===== config.mk =====
export PLATFORM = sky130hd
export DESIGN_NAME = bcl_config_bank
export DESIGN_NICKNAME = d
export VERILOG_FILES = /design/src/bcl_pkg.sv /design/src/bcl_config_bank.sv
export SDC_FILE = /design/constraint.sdc
export NUM_CORES = 1
export LEC_CHECK = 0
export ABC_CLOCK_PERIOD_IN_PS = 4450
export BUFFER_PORTS_ARGS = -buffer_cell sky130_fd_sc_hd__buf_4
export CORE_MARGIN = 2
export CORE_UTILIZATION = 25
export DETAILED_ROUTE_END_ITERATION = 10
export PLACE_DENSITY = 0.46
export SLEW_MARGIN = 20
export SYNTH_ARGS = -nofsm -noshare
export SYNTH_HDL_FRONTEND = slang
export SYNTH_SLANG_ARGS = --single-unit

===== constraint.sdc =====
create_clock -name pclk -period 4.45 [get_ports pclk]
set_clock_uncertainty 0.1 [all_clocks]
set_input_delay 0.89 -clock pclk [delete_from_list [all_inputs] [get_ports pclk]]
set_output_delay 0.89 -clock pclk [all_outputs]
set_load 0.1 [all_outputs]

===== src/bcl_pkg.sv =====
// constants, field layout, decode tables and types of the closed-loop
// configuration bank; assumes a single pclk domain and an apb master
package bcl_pkg;

	// register indices; byte address is four times the index
	localparam logic [9:0] IDX_COMM_PWM   = 10'h086;
	localparam logic [9:0] IDX_SPEED_STOP = 10'h088;
	localparam logic [9:0] IDX_DEGAUSS    = 10'h08a;
	localparam logic [9:0] IDX_STATUS     = 10'h0a0;

	// reset values
	localparam logic [31:0] RST_COMM_PWM   = 32'h0000_0000;
	localparam logic [31:0] RST_SPEED_STOP = 32'h0000_0000;
	localparam logic [31:0] RST_DEGAUSS    = 32'h1400_0000;

	// writable bits; reserved bits stay zero
	localparam logic [31:0] WMASK_COMM_PWM   = 32'hffff_fffe;
	localparam logic [31:0] WMASK_SPEED_STOP = 32'hffff_fff8;
	localparam logic [31:0] WMASK_DEGAUSS    = 32'hffff_ffff;

	// commutation and pwm register fields (lsb positions)
	localparam int COMM_STYLE_LSB = 29, ACCEL_LSB = 24, DECEL_SEL_BIT = 23;
	localparam int DECEL_LSB = 18, FREQ_LSB = 13, MOD_LSB = 11;
	localparam int COMPL_BIT = 10, ADV_SIGN_BIT = 9, ADV_ANGLE_LSB = 1;

	// speed pulse and stop register fields
	localparam int SP_MODE_LSB = 29, SP_DIV_LSB = 25, SP_STOP_BIT = 24;
	localparam int SP_EMF_LSB = 21, STOP_LSB = 18, BRAKE_TIME_LSB = 14;
	localparam int STOP_DUTY_LSB = 11, PIN_DUTY_LSB = 8, SURGE_BIT = 7;
	localparam int ILIM_LSB = 3;

	// degauss and integration register fields
	localparam int DGS_CNT_LSB = 29, DGS_UP_LSB = 27, DGS_LO_LSB = 25;
	localparam int INT_SLO_LSB = 23, INT_SHI_LSB = 21, INT_DLO_LSB = 19;
	localparam int INT_DHI_LSB = 17, FALL_EMF_LSB = 11, RISE_EMF_LSB = 5;
	localparam int METHOD_BIT = 4, DGS_WIN_LSB = 1, DGS_EN_BIT = 0;

	// decoded settings handed to the commutation and stop logic
	typedef struct packed {
		logic              variable_comm;     // 120..150 degree commutation
		logic [4:0]        loop_accel_rate;   // rate table code
		logic [4:0]        loop_decel_rate;   // effective rate table code
		logic [6:0]        pwm_khz;           // switching frequency
		logic [1:0]        modulation_side;
		logic              complementary;
		logic signed [8:0] advance_steps;     // 0.12 degree steps
		logic [1:0]        speed_pulse_mode;
		logic [3:0]        speed_pulse_div;   // 1..15
		logic              speed_pulse_while_driven;
		logic [4:0]        speed_pulse_emf_mv;
		logic [2:0]        stop_method;
		logic [13:0]       stop_brake_ms;
		logic [9:0]        stop_duty_pm;      // per mille, 0 = immediate
		logic [9:0]        brake_pin_duty_pm; // per mille, 0 = immediate
		logic              surge_guard_enable;
		logic [4:0]        current_limit_dv;  // sense volts in 0.1 v
		logic [2:0]        degauss_samples;
		logic [7:0]        degauss_upper_drop_mv;
		logic [6:0]        degauss_lower_mv;
		logic [3:0]        integ_sample_low;
		logic [3:0]        integ_sample_high;
		logic [4:0]        integ_duty_low_pct;
		logic [4:0]        integ_duty_high_pct;
		logic [11:0]       falling_emf_limit;
		logic [11:0]       rising_emf_limit;
		logic              integration_method;
		logic [9:0]        degauss_window_tenths;
		logic              adaptive_degauss_enable;
	} bcl_settings_type;

	// stop and brake-pin duty thresholds share one table
	function automatic logic [9:0] bcl_duty_pm(input logic [2:0] code);
		unique case (code)
			3'h0: bcl_duty_pm = 10'd0;
			3'h1: bcl_duty_pm = 10'd500;
			3'h2: bcl_duty_pm = 10'd250;
			3'h3: bcl_duty_pm = 10'd150;
			3'h4: bcl_duty_pm = 10'd100;
			3'h5: bcl_duty_pm = 10'd75;
			3'h6: bcl_duty_pm = 10'd50;
			3'h7: bcl_duty_pm = 10'd25;
		endcase
	endfunction

	// integration thresholds: steps of 25, 50, 100, then 200
	function automatic logic [11:0] bcl_emf_limit(input logic [5:0] code);
		logic [11:0] c;
		c = {6'h00, code};
		if (code < 6'd32)
			bcl_emf_limit = 12'(c * 12'd25);
		else if (code < 6'd48)
			bcl_emf_limit = 12'(12'd800 + (c - 12'd32) * 12'd50);
		else if (code < 6'd57)
			bcl_emf_limit = 12'(12'd1600 + (c - 12'd48) * 12'd100);
		else
			bcl_emf_limit = 12'(12'd2600 + (c - 12'd57) * 12'd200);
	endfunction

endpackage


===== src/bcl_config_bank.sv =====
// closed-loop configuration register bank with decoded settings outputs
// assumes an apb master on pclk; the motor loop reads the settings struct
// What this block does
// - commutation code picks 120 or variable 120-150
// - acceleration code selects ramp rate table entry
// - deceleration follows acceleration when selector set
// - frequency code: 1 khz then 5 khz steps
// - modulation code picks high, low or mixed
// - style bit picks single-ended or complementary switching
// - lead angle is steps times 0.12, signed
// - speed pulse mode picks open/closed loop output
// - speed pulse divider: code zero means three
// - stop bit: until emf threshold or while driven
// - emf threshold code gives 1 to 30 mv
// - stop method code picks coast, brake or spin-down
// - braking duration from 1 to 15000 ms
// - stop duty threshold immediate or 50 to 2.5
// - brake pin duty threshold uses same table
// - current limit 0.1 v per code, zero unused
// - degauss check needs two to five samples
// - degauss upper and lower bounds reset to two
// - sample counts switch integration and zero-cross
// - duty thresholds switch integration and zero-cross
// - falling and rising integration limits nonlinear table
// - method bit picks zero-cross or integration
// - degauss window table and adaptive degauss enable
//
// The APB slave port was chosen for this implementation.
module bcl_config_bank
	import bcl_pkg::*;
(
	input  wire logic             pclk,
	input  wire logic             presetn,
	input  wire logic             psel,
	input  wire logic             penable,
	input  wire logic             pwrite,
	input  wire logic [11:0]      paddr,
	input  wire logic [31:0]      pwdata,
	input  wire logic [3:0]       pstrb,
	output logic      [31:0]      prdata,
	output logic                  pready,
	output logic                  pslverr,
	output bcl_settings_type      settings
);

	logic [31:0]      comm_pwm_q;
	logic [31:0]      speed_stop_q;
	logic [31:0]      degauss_q;
	logic [31:0]      prdata_q;
	logic [31:0]      status;
	logic [9:0]       idx;
	logic             mapped;
	logic             setup;
	logic             access;
	logic             wr_comm;
	logic             wr_speed;
	logic             wr_degauss;
	bcl_settings_type settings_d;
	bcl_settings_type settings_q;

	// merge write data through byte strobes and the writable mask
	function automatic logic [31:0] merge(
		input logic [31:0] old,
		input logic [31:0] wdata,
		input logic [3:0]  strb,
		input logic [31:0] wmask
	);
		logic [31:0] lanes;
		lanes = 32'h0000_0000;
		for (int i = 0; i < 4; i++) begin
			lanes[i*8 +: 8] = {8{strb[i]}};
		end
		merge = (old & ~(lanes & wmask)) | (wdata & lanes & wmask);
	endfunction

	// address decode; no wait states, so pready is always high
	assign idx        = paddr[11:2];
	assign mapped     = (idx == IDX_COMM_PWM) || (idx == IDX_SPEED_STOP) ||
	                    (idx == IDX_DEGAUSS) || (idx == IDX_STATUS);
	assign setup      = psel & ~penable;
	assign access     = psel & penable;
	assign pready     = 1'b1;
	assign pslverr    = access & ~mapped;
	assign wr_comm    = access & pwrite & (idx == IDX_COMM_PWM);
	assign wr_speed   = access & pwrite & (idx == IDX_SPEED_STOP);
	assign wr_degauss = access & pwrite & (idx == IDX_DEGAUSS);

	// commutation and pwm register
	always_ff @(posedge pclk or negedge presetn) begin
		if (!presetn)
			comm_pwm_q <= RST_COMM_PWM;
		else if (wr_comm)
			comm_pwm_q <= merge(comm_pwm_q, pwdata, pstrb, WMASK_COMM_PWM);
	end

	// speed pulse and stop register
	always_ff @(posedge pclk or negedge presetn) begin
		if (!presetn)
			speed_stop_q <= RST_SPEED_STOP;
		else if (wr_speed)
			speed_stop_q <= merge(speed_stop_q, pwdata, pstrb,
			                      WMASK_SPEED_STOP);
	end

	// degauss and integration register; bounds reset to code two
	always_ff @(posedge pclk or negedge presetn) begin
		if (!presetn)
			degauss_q <= RST_DEGAUSS;
		else if (wr_degauss)
			degauss_q <= merge(degauss_q, pwdata, pstrb, WMASK_DEGAUSS);
	end

	// status flags unused codes currently programmed
	always_comb begin
		status    = 32'h0000_0000;
		status[0] = comm_pwm_q[COMM_STYLE_LSB+1];
		status[1] = &comm_pwm_q[MOD_LSB +: 2];
		status[2] = &speed_stop_q[SP_MODE_LSB +: 2];
		status[3] = &speed_stop_q[SP_EMF_LSB+1 +: 2];
		status[4] = speed_stop_q[STOP_LSB +: 3] > 3'h4;
		status[5] = speed_stop_q[ILIM_LSB +: 4] == 4'h0;
	end

	// read data is captured in the setup phase, valid in the access phase
	always_ff @(posedge pclk or negedge presetn) begin
		if (!presetn)
			prdata_q <= 32'h0000_0000;
		else if (setup && !pwrite) begin
			unique case (idx)
				IDX_COMM_PWM:   prdata_q <= comm_pwm_q;
				IDX_SPEED_STOP: prdata_q <= speed_stop_q;
				IDX_DEGAUSS:    prdata_q <= degauss_q;
				IDX_STATUS:     prdata_q <= status;
				default:        prdata_q <= 32'h0000_0000;
			endcase
		end
	end

	assign prdata = prdata_q;

	// braking duration table
	function automatic logic [13:0] brake_ms(input logic [3:0] code);
		unique case (code)
			4'h0: brake_ms = 14'd1;
			4'h1: brake_ms = 14'd2;
			4'h2: brake_ms = 14'd5;
			4'h3: brake_ms = 14'd10;
			4'h4: brake_ms = 14'd15;
			4'h5: brake_ms = 14'd25;
			4'h6: brake_ms = 14'd50;
			4'h7: brake_ms = 14'd75;
			4'h8: brake_ms = 14'd100;
			4'h9: brake_ms = 14'd250;
			4'ha: brake_ms = 14'd500;
			4'hb: brake_ms = 14'd1000;
			4'hc: brake_ms = 14'd2500;
			4'hd: brake_ms = 14'd5000;
			4'he: brake_ms = 14'd10000;
			4'hf: brake_ms = 14'd15000;
		endcase
	endfunction

	// degauss window in tenths of a degree
	function automatic logic [9:0] window_tenths(input logic [2:0] code);
		unique case (code)
			3'h0: window_tenths = 10'd225;
			3'h1: window_tenths = 10'd100;
			3'h2: window_tenths = 10'd150;
			3'h3: window_tenths = 10'd180;
			3'h4: window_tenths = 10'd300;
			3'h5: window_tenths = 10'd375;
			3'h6: window_tenths = 10'd450;
			3'h7: window_tenths = 10'd600;
		endcase
	endfunction

	// emf threshold that ends speed pulses
	function automatic logic [4:0] emf_mv(input logic [2:0] code);
		unique case (code)
			3'h0: emf_mv = 5'd1;
			3'h1: emf_mv = 5'd2;
			3'h2: emf_mv = 5'd5;
			3'h3: emf_mv = 5'd10;
			3'h4: emf_mv = 5'd20;
			3'h5: emf_mv = 5'd30;
			default: emf_mv = 5'd30; // unused codes hold the widest band
		endcase
	endfunction

	// small tables of four entries
	function automatic logic [3:0] pick4(input logic [1:0] code,
	                                     input logic [15:0] tbl);
		pick4 = tbl[code*4 +: 4];
	endfunction

	// decode of the commutation and pwm register
	always_comb begin
		logic [4:0] f;
		logic [8:0] a;
		f = comm_pwm_q[FREQ_LSB +: 5];
		a = {1'b0, comm_pwm_q[ADV_ANGLE_LSB +: 8]};
		settings_d = '0;
		settings_d.variable_comm   = comm_pwm_q[COMM_STYLE_LSB +: 2] == 2'h1;
		settings_d.loop_accel_rate = comm_pwm_q[ACCEL_LSB +: 5];
		settings_d.loop_decel_rate = comm_pwm_q[DECEL_SEL_BIT] ?
		                             comm_pwm_q[ACCEL_LSB +: 5] :
		                             comm_pwm_q[DECEL_LSB +: 5];
		if (f < 5'd16)
			settings_d.pwm_khz = 7'(7'd5 + {2'b00, f});
		else
			settings_d.pwm_khz = 7'(7'd20 + ({2'b00, f} - 7'd15) * 7'd5);
		settings_d.modulation_side = comm_pwm_q[MOD_LSB +: 2];
		settings_d.complementary   = comm_pwm_q[COMPL_BIT];
		settings_d.advance_steps   = comm_pwm_q[ADV_SIGN_BIT] ?
		                             $signed(a) : -$signed(a);

		// speed pulse output and stop behaviour
		settings_d.speed_pulse_mode = speed_stop_q[SP_MODE_LSB +: 2];
		settings_d.speed_pulse_div  = (speed_stop_q[SP_DIV_LSB +: 4] == 4'h0) ?
		                              4'h3 : speed_stop_q[SP_DIV_LSB +: 4];
		settings_d.speed_pulse_while_driven = speed_stop_q[SP_STOP_BIT];
		settings_d.speed_pulse_emf_mv = emf_mv(speed_stop_q[SP_EMF_LSB +: 3]);
		settings_d.stop_method   = speed_stop_q[STOP_LSB +: 3];
		settings_d.stop_brake_ms = brake_ms(speed_stop_q[BRAKE_TIME_LSB +: 4]);
		settings_d.stop_duty_pm  = bcl_duty_pm(speed_stop_q[STOP_DUTY_LSB +: 3]);
		settings_d.brake_pin_duty_pm =
			bcl_duty_pm(speed_stop_q[PIN_DUTY_LSB +: 3]);
		settings_d.surge_guard_enable = speed_stop_q[SURGE_BIT];
		settings_d.current_limit_dv = {1'b0, speed_stop_q[ILIM_LSB +: 4]};

		// degauss and commutation method switching
		settings_d.degauss_samples =
			3'({1'b0, degauss_q[DGS_CNT_LSB +: 2]} + 3'd2);
		settings_d.degauss_upper_drop_mv =
			8'(8'd90 + {6'h00, degauss_q[DGS_UP_LSB +: 2]} * 8'd30);
		settings_d.degauss_lower_mv =
			7'(7'd30 + {5'h00, degauss_q[DGS_LO_LSB +: 2]} * 7'd30);
		settings_d.integ_sample_low =
			pick4(degauss_q[INT_SLO_LSB +: 2], 16'h8643);
		settings_d.integ_sample_high =
			pick4(degauss_q[INT_SHI_LSB +: 2], 16'ha864);
		settings_d.integ_duty_low_pct = 5'(8'h0c + 8'(degauss_q[INT_DLO_LSB +: 2])
			* 8'h03 - ((degauss_q[INT_DLO_LSB +: 2] == 2'h3) ? 8'h01 : 8'h00));
		settings_d.integ_duty_high_pct = 5'(8'h0c + 8'(degauss_q[INT_DHI_LSB +: 2])
			* 8'h03 - ((degauss_q[INT_DHI_LSB +: 2] == 2'h3) ? 8'h01 : 8'h00));
		settings_d.falling_emf_limit =
			bcl_emf_limit(degauss_q[FALL_EMF_LSB +: 6]);
		settings_d.rising_emf_limit =
			bcl_emf_limit(degauss_q[RISE_EMF_LSB +: 6]);
		settings_d.integration_method = degauss_q[METHOD_BIT];
		settings_d.degauss_window_tenths =
			window_tenths(degauss_q[DGS_WIN_LSB +: 3]);
		settings_d.adaptive_degauss_enable = degauss_q[DGS_EN_BIT];
	end

	// settings reach the loop one cycle after the register changes
	always_ff @(posedge pclk or negedge presetn) begin
		if (!presetn)
			settings_q <= '0;
		else
			settings_q <= settings_d;
	end

	assign settings = settings_q;
endmodule


# ---- After elaboration in Yosys (flattened, before gate mapping)
# Memories as Yosys holds them, arrays and structs flattened. A register that Yosys moved wholly into a read port is not among the register bits.
# Index checks and enable logic that the tools add are counted.
dict set report totals {
  ff_bits 260
  out_inout_bits 191
  mem_count 4
  in_bits 53
  romBits 448
}
dict set report classes {
  shift 2
  multipliers 13
  n_eq_ne 11
  muxes 14
  n_lt_le_gt_ge 8
  n_bitwise 19
  n_reduce_logical 15
  addsub 23
}
# memory words word_bits read_ports rd_ports_with_merged_regs write_ports line
set mem_list {}
lappend mem_list {{(no name shown)} 16 14 1 1 0 bcl_config_bank.sv:143} ;# unique case (code)
lappend mem_list {{(no name shown)} 8 10 1 1 0 bcl_config_bank.sv:165} ;# unique case (code)
lappend mem_list {{(no name shown)} 8 9 1 1 0 bcl_pkg.sv:73} ;# unique case (code)
lappend mem_list {{(no name shown)} 8 9 1 1 0 bcl_pkg.sv:73}
# operator count
set op_table {}
lappend op_table {{$and A32 B32 Y32} 4}
lappend op_table {{$pmux W32 S4} 1}
lappend op_table {{$not A32 Y32} 3}
lappend op_table {{$or A32 B32 Y32} 3}
lappend op_table {{$mux W12} 6}
lappend op_table {{$sub A6 B6 Y7 const B} 6}
lappend op_table {{$eq A10 B8 Y1 const B} 4}
lappend op_table {{$lt A6 B6 Y1 const B} 6}
lappend op_table {{$shiftx A16 B5 Y4 const A} 2}
lappend op_table {{$pmux W5 S5} 1}
lappend op_table {{$add A10 B12 Y12 const A} 2}
lappend op_table {{$add A11 B12 Y12 const A} 2}
lappend op_table {{$add A12 B12 Y12 const A} 2}
lappend op_table {{$mul A12 B5 Y10 const B} 2}
lappend op_table {{$mul A12 B5 Y11 const B} 2}
lappend op_table {{$mul A12 B5 Y9 const B} 2}
lappend op_table {{$mul A6 B5 Y11 const B} 2}
lappend op_table {{$add A5 B7 Y7 const A} 2}
lappend op_table {{$mul A2 B4 Y6 const B} 2}
lappend op_table {{$add A4 B4 Y5 const A} 2}
lappend op_table {{$sub A5 B1 Y5} 2}
lappend op_table {{$mux W9} 1}
lappend op_table {{$neg A8 Y9} 1}
lappend op_table {{$add A7 B7 Y8 const A} 1}
lappend op_table {{24 further kinds} 44}

# ---- Depth between registers and ports, before layout
# Gate-level depths: netlist (run 1).
dict set report depth {
  word_depth 6
  mapped_depth 18
}

# ---- Worst setup path before layout (run 1)
# No wires, ideal clock.
dict set report synth_timing {
  path_kind {reg2reg}
  from {register with a tool-made name}
  to {register settings_q, in the netlist settings[23]}
  required_time_ps 4255
  setup_time_ps 95
  stages_incl_launch_ff 15
  period_less_slack_ps 3989
  slack_ps 461
  arrival_time_ps 3795
  cell_sequence {dfrtp_1 -> clkbuf_1 -> inv_1 -> ha_1 -> xor2_1 -> ha_1 -> ha_1 -> fa_1 -> ha_1 -> a21o_1 -> a21oi_1 -> xnor3_1 -> xor2_1 -> o2bb2ai_1 -> a211oi_1}
}
# item line
set synth_lines {}
lappend synth_lines {{end signal: assignment} bcl_config_bank.sv:261} ;# settings_q <= settings_d;
lappend synth_lines {{end: declaration} bcl_config_bank.sv:59} ;# bcl_settings_type settings_q;

==> impl_metrics.tcl, run 1 <==
set metrics [dict create \
    yosys.cell_types.count 60 \
    max_freq_mhz 241 \
    end_kind "flip-flop" \
    dieArea_sq_um 63600 \
    rows 90 \
    clock-sinks 274 \
    layout-drive-gt1-share_pct 25.5 \
    timing.slew.headroom_pct 34.8 \
    intPower_mw 4.28 \
    clk_pin_slew_ns 0.06 \
    cp-start-kind "flip-flop" \
    antenna_found_initial 4 \
    final_nets 1902 \
    critPathBufInv 1 \
    port-buffer-count 234 \
    dp_hpwl_um 34500 \
    postRouteWirelength_um 45800 \
    setup-violations-final 0 \
    rsz0062_at_grt "false" \
    postRouteAntennaNets 0 \
    ys_top_cells_by_area "dfrtp_1 (44%), ha_1 (15%), mux2_2 (6.4%)" \
    htreeDepth 2 \
    postCtsSetupBuffers 0 \
    coreArea_sq_um 60600 \
    vias 10900 \
    dr.pass1.iters 8 \
    stdcell_area_sq_um 19300 \
    post_drt_wl_per_cell_um 18.7 \
    cp_slowest_cell "fa_1" \
    outcome "finished, final reports clean" \
    synth_top_area_cell "dfrtp_1" \
    synth.ff_latch_count 274 \
    area_growth_pct 25.4 \
    grt_pass1_vias 11400 \
    place_area_sq_um 18200 \
    slowest_delay_ns 0.47 \
    async_reset_ff_share_pct 100 \
    crit_arrival_ns 4.51 \
    overflow 0 \
    vias_per_cell 4.47 \
    ctsHoldBuffers 0 \
    power_frac_seq_pct 44.5 \
    synth_area_sq_um 15400 \
    grt_max_degree 122 \
    crit_required_ns 4.81 \
    min_period_over_period_pct 93.4 \
    critical-path-top-delay-family "adder cells" \
    leakagePower_nw 9.61 \
    crit_type "flip-flop to flip-flop" \
    hold_viol 0 \
    clock_path_buffers 3 \
    ioPinCount 244 \
    drc_errors 0 \
    dieHeight_um 252 \
    syn_area_per_cell_sq_um 11.0 \
    switching_power_mw 1.36 \
    crit_fanout 6 \
    tns_ns 0 \
    cts_tree "done" \
    num_antenna_cells 0 \
    maxSlewViolCount 0 \
    min_period_ns 4.16 \
    maxCapViolCount 0 \
    synth_flop_cell "dfrtp_1" \
    cts_root_buf "clkbuf_16" \
    place.gp.congestion 0.823 \
    synth_warnings 0 \
    powerDensity_nw_per_um2 292 \
    grt_pass1_wl_um 70100 \
    yosysSeqAreaShare_pct 44.6 \
    synth-edff-count 0 \
    start_util_pct 25.4 \
    hp-class "flip-flop to flip-flop" \
    fp.dieW_um 252 \
    sw_frac_of_total_pct 24.1 \
    path_common_cell "ha_1" \
    cts_resized 0 \
    fillCellCount 6200 \
    clk_latency_ns 0.55 \
    cts-buffers-inserted 35 \
    grt_use_total_pct 14.4 \
    tightest_slew_ns 0.978 \
    p_clk_share_pct 50.8 \
    yosysTopAreaCellShare_pct 44.2 \
    ir_drop_mv 0.218 \
    netlist_instances 1394 \
    drt_iter0_drc 545 \
    path_cells "inv_1 > ha_1 > a21boi_0 > xnor2_1 > ha_1 > ha_1 > fa_1 > ha_1 > a21o_1 > a21oi_1 > xnor3_1 > xor2_1 > o2bb2ai_1 > a211oi_1" \
    comb_power_share_pct 4.7 \
]
==> area by class of cell <==
class	instances	area (sq um)	area share (%)
multi-input cells	922	7760	40.2
flip-flops and latches	274	6860	35.5
repair buffers	267	2020	10.5
clock buffers	49	998	5.17
well taps	782	978	5.07
inverters	140	526	2.72
clock inverters	12	155	0.804
==> layer usage <==
metal	vias to the layer above	share of wire [%]	GRT usage, %
li1	5228	-	-
met4	8	1.9	3.42
met2	237	47	23.3
met1	5397	45	19.3
met3	59	6.2	3.86
met5	-	0.12	0
==> cell usage after synthesis (3+ instances only) <==
| master | count |
|---|---|
| a211oi_1 | 11 |
| a21boi_0 | 4 |
| a21o_1 | 16 |
| a21oi_1 | 56 |
| a222oi_1 | 27 |
| a22oi_1 | 3 |
| a311oi_1 | 5 |
| a32o_1 | 3 |
| and2_1 | 3 |
| and3_1 | 16 |
| buf_1 | 3 |
| buf_2 | 13 |
| buf_4 | 8 |
| clkbuf_1 | 39 |
| dfrtp_1 | 272 |
| fa_1 | 30 |
| ha_1 | 179 |
| inv_1 | 140 |
| mux2_2 | 87 |
| mux2i_1 | 11 |
| nand2_1 | 100 |
| nand2b_1 | 16 |
| nand3_1 | 9 |
| nand3_2 | 4 |
| nor2_1 | 65 |
| nor2b_1 | 8 |
| nor3_1 | 3 |
| nor4_1 | 3 |
| o211ai_1 | 11 |
| o21a_1 | 4 |
| o21ai_0 | 92 |
| o21bai_1 | 9 |
| o22ai_1 | 5 |
| or2_2 | 3 |
| xnor2_1 | 61 |
| xnor3_1 | 3 |
| xor2_1 | 40 |
==> logic make-up (layout without fill, tap and decap cells) <==
group           Yosys count  after routing  synth area share, %
flops                   274            274                 44.6
compound gates          263            263                 11.0
simple gates            241            241                 7.39
fa+ha+maj               209            209                 18.5
buf+inv                 203            468                 5.25
xor+xnor                104            104                 6.19
mux                      98             98                 7.08
other cells               2              7               0.0488
==> path summary, 6_finish.rpt <==
check / startpoint / endpoint / slack, ns / cells past startpoint
min in group asynchronous: presetn / settings[131] / 0.36 / 1
min: flip-flop / settings[69] / 0.30 / 0
min reg2reg: flip-flop / settings[69] / 0.30 / 0
max in group asynchronous: presetn / settings[142] / 2.84 / 2
max reg2reg: flip-flop / settings[23] / 0.29 / 14
max: flip-flop / settings[23] / 0.29 / 14
==> layout by cell type, fill, tap and decap left out, types with 8 or more instances in the layout <==
master / count
nand2b_1: 16
nand2_1: 99
inv_1: 140
a211oi_1: 11
nor2_1: 65
dfrtp_1: 272
nand3_1: 8
a21oi_1: 56
xnor2_1: 61
buf_4: 265
o21bai_1: 9
fa_1: 30
xor2_1: 40
a21o_1: 16
ha_1: 179
mux2i_1: 11
and3_1: 16
o211ai_1: 11
a222oi_1: 27
o21ai_0: 92
mux2_2: 87
nor2b_1: 8
clkbuf_16: 35
==> per-stage QoR <==
step                      total power, mW  worst slack [ns]  util (%)  instances  hold WS, ns
after detailed placement             2.82             0.274      30.0       2385        0.292
after global routing                 5.86            0.0298      31.9       2446        0.321
after floorplan                      2.69             0.461         -       1399        0.268
after CTS                            5.75             0.252      31.9       2446        0.302
after global placement               2.82             0.330      30.0       2385        0.280
final                                5.63             0.293      31.9       2446        0.301
==> power groups by stage <==
stage / Combinational (mW) / Sequential (mW) / Clock, mW
2_1_floorplan: 0.0958 / 2.59 / 0
3_3_place_gp: 0.267 / 2.55 / 0
3_5_place_dp: 0.271 / 2.55 / 0
4_1_cts: 0.272 / 2.51 / 2.97
5_1_grt: 0.292 / 2.50 / 3.06
6_report: 0.264 / 2.51 / 2.86
Power figures use the tool's default switching activity.
==> run 2: changes to the inputs <==
--- a/config.mk
+++ b/config.mk
@@ -5,11 +5,12 @@
 export SDC_FILE = /design/constraint.sdc
 export NUM_CORES = 1
 export LEC_CHECK = 0
-export ABC_CLOCK_PERIOD_IN_PS = 4450
+export ABC_CLOCK_PERIOD_IN_PS = 4200
 export BUFFER_PORTS_ARGS = -buffer_cell sky130_fd_sc_hd__buf_4
 export CORE_MARGIN = 2
 export CORE_UTILIZATION = 25
 export DETAILED_ROUTE_END_ITERATION = 10
+export GPL_ROUTABILITY_DRIVEN = 0
 export PLACE_DENSITY = 0.46
 export SLEW_MARGIN = 20
 export SYNTH_ARGS = -nofsm -noshare
==> constraint.sdc (replaced) <==
create_clock -name pclk -period 4.2 [get_ports pclk]
set_clock_uncertainty 0.1 [all_clocks]
set_input_delay 0.84 -clock pclk [delete_from_list [all_inputs] [get_ports pclk]]
set_output_delay 0.84 -clock pclk [all_outputs]
set_load 0.1 [all_outputs]
==> impl_metrics.tcl, run 2 (synthesis gave the netlist of run 1 again) <==
set metrics [dict create \
    fin_cells 2451 \
    dr.pass1.iters 5 \
    grt_max_degree 100 \
    layout-drive-gt1-share_pct 25.5 \
    clock_path_buffers 3 \
    max_freq_mhz 251 \
    dp_slack_ns 0.0787 \
    placed_cells 2386 \
    final_common_cell "dfrtp_1" \
    rsz0062_at_grt "false" \
    stdcell_area_sq_um 19400 \
    tightest_slew_ns 0.941 \
    timing.slew.headroom_pct 37.0 \
    hold_ws_ns 0.239 \
    post_drt_wl_per_cell_um 18.8 \
    power_frac_seq_pct 43.8 \
    end_kind "flip-flop" \
    ctsHoldBuffers 0 \
    rows 90 \
    htreeDepth 2 \
    cp-start-kind "flip-flop" \
    min_period_over_period_pct 95.0 \
    vias 11000 \
    powerDensity_nw_per_um2 313 \
    postRouteWirelength_um 46000 \
    cts_resized 0 \
    ioPinCount 244 \
    maxSlewViolCount 0 \
    dp_hpwl_um 34400 \
    mostFrequentLayoutCells "dfrtp_1 (272), buf_4 (264), ha_1 (179)" \
    antenna_found_initial 4 \
    sw_frac_of_total_pct 23.8 \
    outcome "finished, final reports clean" \
    drc_errors 0 \
    coreArea_sq_um 60600 \
    postRouteAntennaNets 0 \
    intPower_mw 4.62 \
    cts-buffers-inserted 36 \
    crit_arrival_ns 4.34 \
    start_util_pct 25.4 \
    postCtsSetupBuffers 0 \
    dieArea_sq_um 63600 \
    grt_use_total_pct 14.3 \
    crit_required_ns 4.55 \
    area_growth_pct 26.0 \
    leakagePower_nw 9.65 \
    crit_type "flip-flop to flip-flop" \
    clock-sinks 274 \
    clk_latency_ns 0.54 \
    switching_power_mw 1.44 \
    grt_pass1_vias 11500 \
    hold_viol 0 \
    power.total_mw 6.06 \
    ir_drop_mv 0.267 \
    setup_ws_ns 0.211 \
    drt_iter0_drc 732 \
    maxCapViolCount 0 \
    setup-violations-final 0 \
    grt_pass1_wl_um 69600 \
    hp-class "input port to asynchronous set/reset pin" \
    clk_pin_slew_ns 0.06 \
    final_nets 1904 \
    cts_tree "done" \
    tns_ns 0 \
    comb_power_share_pct 4.6 \
    p_clk_share_pct 51.6 \
    fp.dieW_um 252 \
    crit_fanout 6 \
    cts_root_buf "clkbuf_16" \
    dieHeight_um 252 \
    port-buffer-count 234 \
    utilization_pct 32.0 \
    place_area_sq_um 18200 \
    vias_per_cell 4.49 \
    min_period_ns 3.99 \
    overflow 0 \
]
[run 2: power by group through the flow]
stage / Sequential [mW] / Combinational [mW] / Clock (mW)
2_1_floorplan: 2.74 / 0.102 / 0
3_3_place_gp: 2.70 / 0.284 / 0
3_5_place_dp: 2.70 / 0.287 / 0
4_1_cts: 2.66 / 0.288 / 3.25
5_1_grt: 2.65 / 0.309 / 3.35
6_report: 2.66 / 0.281 / 3.13
[run 2: metal layers]
| layer | share of wire (%) | global-route usage, % | routed length, um |
|---|---|---|---|
| met2 | 47 | 23.0 | 21400 |
| met1 | 44 | 18.7 | 20200 |
| met5 | 0.11 | 0 | 52 |
| met4 | 2.5 | 4.43 | 1170 |
| met3 | 6.9 | 3.93 | 3170 |
[run 2: final timing paths]
path	startpoint	slack, ns	cells after the start	to
worst max-delay path	flip-flop	0.21	14	settings[23]
worst min register to register	flip-flop	0.30	0	settings[69]
worst min-delay path	presetn	0.24	1	settings[130]
max in group asynchronous	presetn	2.86	2	settings[143]
min in group pclk	flip-flop	0.30	0	settings[69]
worst max register to register	flip-flop	0.21	14	settings[23]
[run 2: critical path, cell delays in order, from the launching register on]
cell and delay, ns:
dfrtp_1 0.37, inv_1 0.16, ha_1 0.16, a21boi_1 0.28, xnor2_2 0.19, ha_1 0.27
ha_1 0.32, fa_1 0.47, ha_1 0.35, a21o_1 0.17, a21oi_1 0.20, xnor3_1 0.35
xor2_1 0.18, o2bb2ai_1 0.13, a211oi_1 0.20
[run 2: layout make-up]
type,instances,area (sq um)
fill,6185,41200
timing repair buffer,268,2060
tap,782,978
antenna,1,2.50
clock inverter,11,174
multi-input combinational,922,7770
sequential,274,6860
inverter,140,526
clock buffer,53,1020
==> run 3: changes to the inputs <==
--- a/config.mk
+++ b/config.mk
@@ -12,6 +12,7 @@
 export DETAILED_ROUTE_END_ITERATION = 10
 export GPL_ROUTABILITY_DRIVEN = 0
 export PLACE_DENSITY = 0.46
+export SETUP_SLACK_MARGIN = 0.5
 export SLEW_MARGIN = 20
 export SYNTH_ARGS = -nofsm -noshare
 export SYNTH_HDL_FRONTEND = slang
==> impl_metrics.tcl, run 3 (synthesis gave the netlist of run 1 again) <==
set metrics [dict create \
    coreArea_sq_um 60600 \
    hold_viol 0 \
    grt_use_total_pct 14.2 \
    powerDensity_nw_per_um2 294 \
    min_period_over_period_pct 86.6 \
    r2r_setup_slack_ns 0.56 \
    switching_power_mw 1.42 \
    drt_iter0_drc 556 \
    ctsHoldBuffers 0 \
    clock_path_buffers 3 \
    layout-drive-gt1-share_pct 31.3 \
    start_util_pct 25.4 \
    min_period_ns 3.64 \
    cts-buffers-inserted 34 \
    outcome "finished, final reports clean" \
    ir_drop_mv 0.220 \
    postRouteAntennaNets 0 \
    comb_power_share_pct 5.1 \
    overflow 0 \
    maxCapViolCount 0 \
    fillCellCount 6143 \
    setup_ws_ns 0.563 \
    slowest_delay_ns 0.42 \
    dp_hpwl_um 34200 \
    rsz0062_at_grt "true" \
    mostFrequentLayoutCells "buf_4 (287), dfrtp_1 (267), ha_1 (154)" \
    path_cells "inv_4 > ha_4 > nor2b_4 > nor2_4 > xnor2_2 > ha_1 > ha_4 > inv_2 > fa_2 > xor2_1 > xnor2_1 > xnor2_1 > xnor3_1 > xor2_1 > o2bb2ai_1 > a211oi_1" \
    tightest_slew_ns 0.901 \
    cts_tree "done" \
    drc_errors 0 \
    final_nets 1925 \
    placed_cells 2388 \
    grt_pass1_wl_um 69200 \
    fin_cells 2470 \
    maxSlewViolCount 0 \
    end_kind "flip-flop" \
    cp-start-kind "flip-flop" \
    antenna_found_initial 3 \
    clk_latency_ns 0.55 \
    final_common_cell "buf_4" \
    grt_pass1_vias 11500 \
    tns_ns 0 \
    htreeDepth 2 \
    timing.slew.headroom_pct 39.9 \
    max_freq_mhz 275 \
    post_drt_wl_per_cell_um 18.5 \
    crit_arrival_ns 3.98 \
    area_growth_pct 29.9 \
    cts_root_buf "clkbuf_16" \
    crit_fanout 4 \
    postRouteWirelength_um 45800 \
    p_clk_share_pct 49.7 \
    ioPinCount 244 \
    clock-sinks 274 \
    dieHeight_um 252 \
    dp_slack_ns 0.210 \
    fp.dieW_um 252 \
    vias_per_cell 4.48 \
    hp-class "input port to asynchronous set/reset pin" \
    grt_max_degree 87 \
    port-buffer-count 234 \
    cp_slowest_cell "dfrtp_2" \
    crit_required_ns 4.54 \
    clk_pin_slew_ns 0.05 \
    critical-path-top-delay-family "XOR/XNOR gates" \
    power_frac_seq_pct 45.2 \
    dieArea_sq_um 63600 \
    vias 11100 \
    critPathBufInv 2 \
    intPower_mw 4.45 \
    rows 90 \
    leakagePower_nw 9.80 \
    sw_frac_of_total_pct 24.2 \
    setup-violations-final 0 \
    dr.pass1.iters 6 \
    crit_type "flip-flop to flip-flop" \
    num_antenna_cells 0 \
]
==> run 3: final timing paths <==
path | from | endpoint | depth (start not counted)
min reg2reg | flip-flop | settings[11] | 0
max reg2reg | flip-flop | settings[23] | 16
min | presetn | settings[130] | 1
max in group asynchronous | presetn | asynchronous set/reset pin | 2
max | flip-flop | settings[23] | 16
min in group pclk | flip-flop | settings[11] | 0
==> run 3: final cells by class <==
type	count	area, sq um	area share, %
Clock inverter	10	104	0.519
Clock buffer	51	1020	5.13
Inverter	140	536	2.68
Timing Repair Buffer	291	2220	11.1
Tap cell	782	978	4.89
Sequential cell	274	6870	34.3
Multi-Input combinational cell	922	8260	41.3
==> run 3: stage by stage <==
step | hold slack, ns | instance area [sq um] | power [mW] | utilization, %
floorplan | 0.268 | 15400 | 2.85 | -
global placement | 0.287 | 18200 | 2.99 | 30.0
detailed placement | 0.293 | 18200 | 2.99 | 30.0
CTS | 0.206 | 19600 | 5.97 | 32.3
global route | 0.218 | 20000 | 6.11 | 33.0
finish | 0.186 | 20000 | 5.87 | 33.0
==> run 3: what timing repair did <==
item | CTS | global route
pin swaps | 11 | 35
gates resized for setup | 40 | 64
endpoints found under the setup margin | 7 | 6
cloned | 0 | 0
setup buffers | 12 | 9
==> run 3: layer usage <==
layer	up-vias	wire (um)	track usage (%)	part of all wire, %
met5	-	43	0	0.094
met4	6	820	3.50	1.8
met3	58	3180	4.23	6.9
met2	228	21700	23.1	47
met1	5502	20100	18.4	44
li1	5275	-	-	-
==> run 3: worst reg2reg max path, delay by kind of cell (launching register included) <==
kind | cells | cell delay [ns]
buffers and inverters | 2 | 0.13
xor gates and xnor gates | 6 | 1.26
DFF | 1 | 0.42
and+or+nand+nor | 2 | 0.21
adders and majority gates | 4 | 1.04
AOI/OAI and AO/OA | 2 | 0.38
==> run 3: power groups by stage <==
stage | Combinational [mW] | Sequential [mW] | Clock, mW
final | 0.298 | 2.66 | 2.92
after global routing | 0.326 | 2.65 | 3.13
after CTS | 0.295 | 2.65 | 3.02
after detailed placement | 0.288 | 2.70 | 0
after global placement | 0.285 | 2.70 | 0
after floorplan | 0.102 | 2.74 | 0
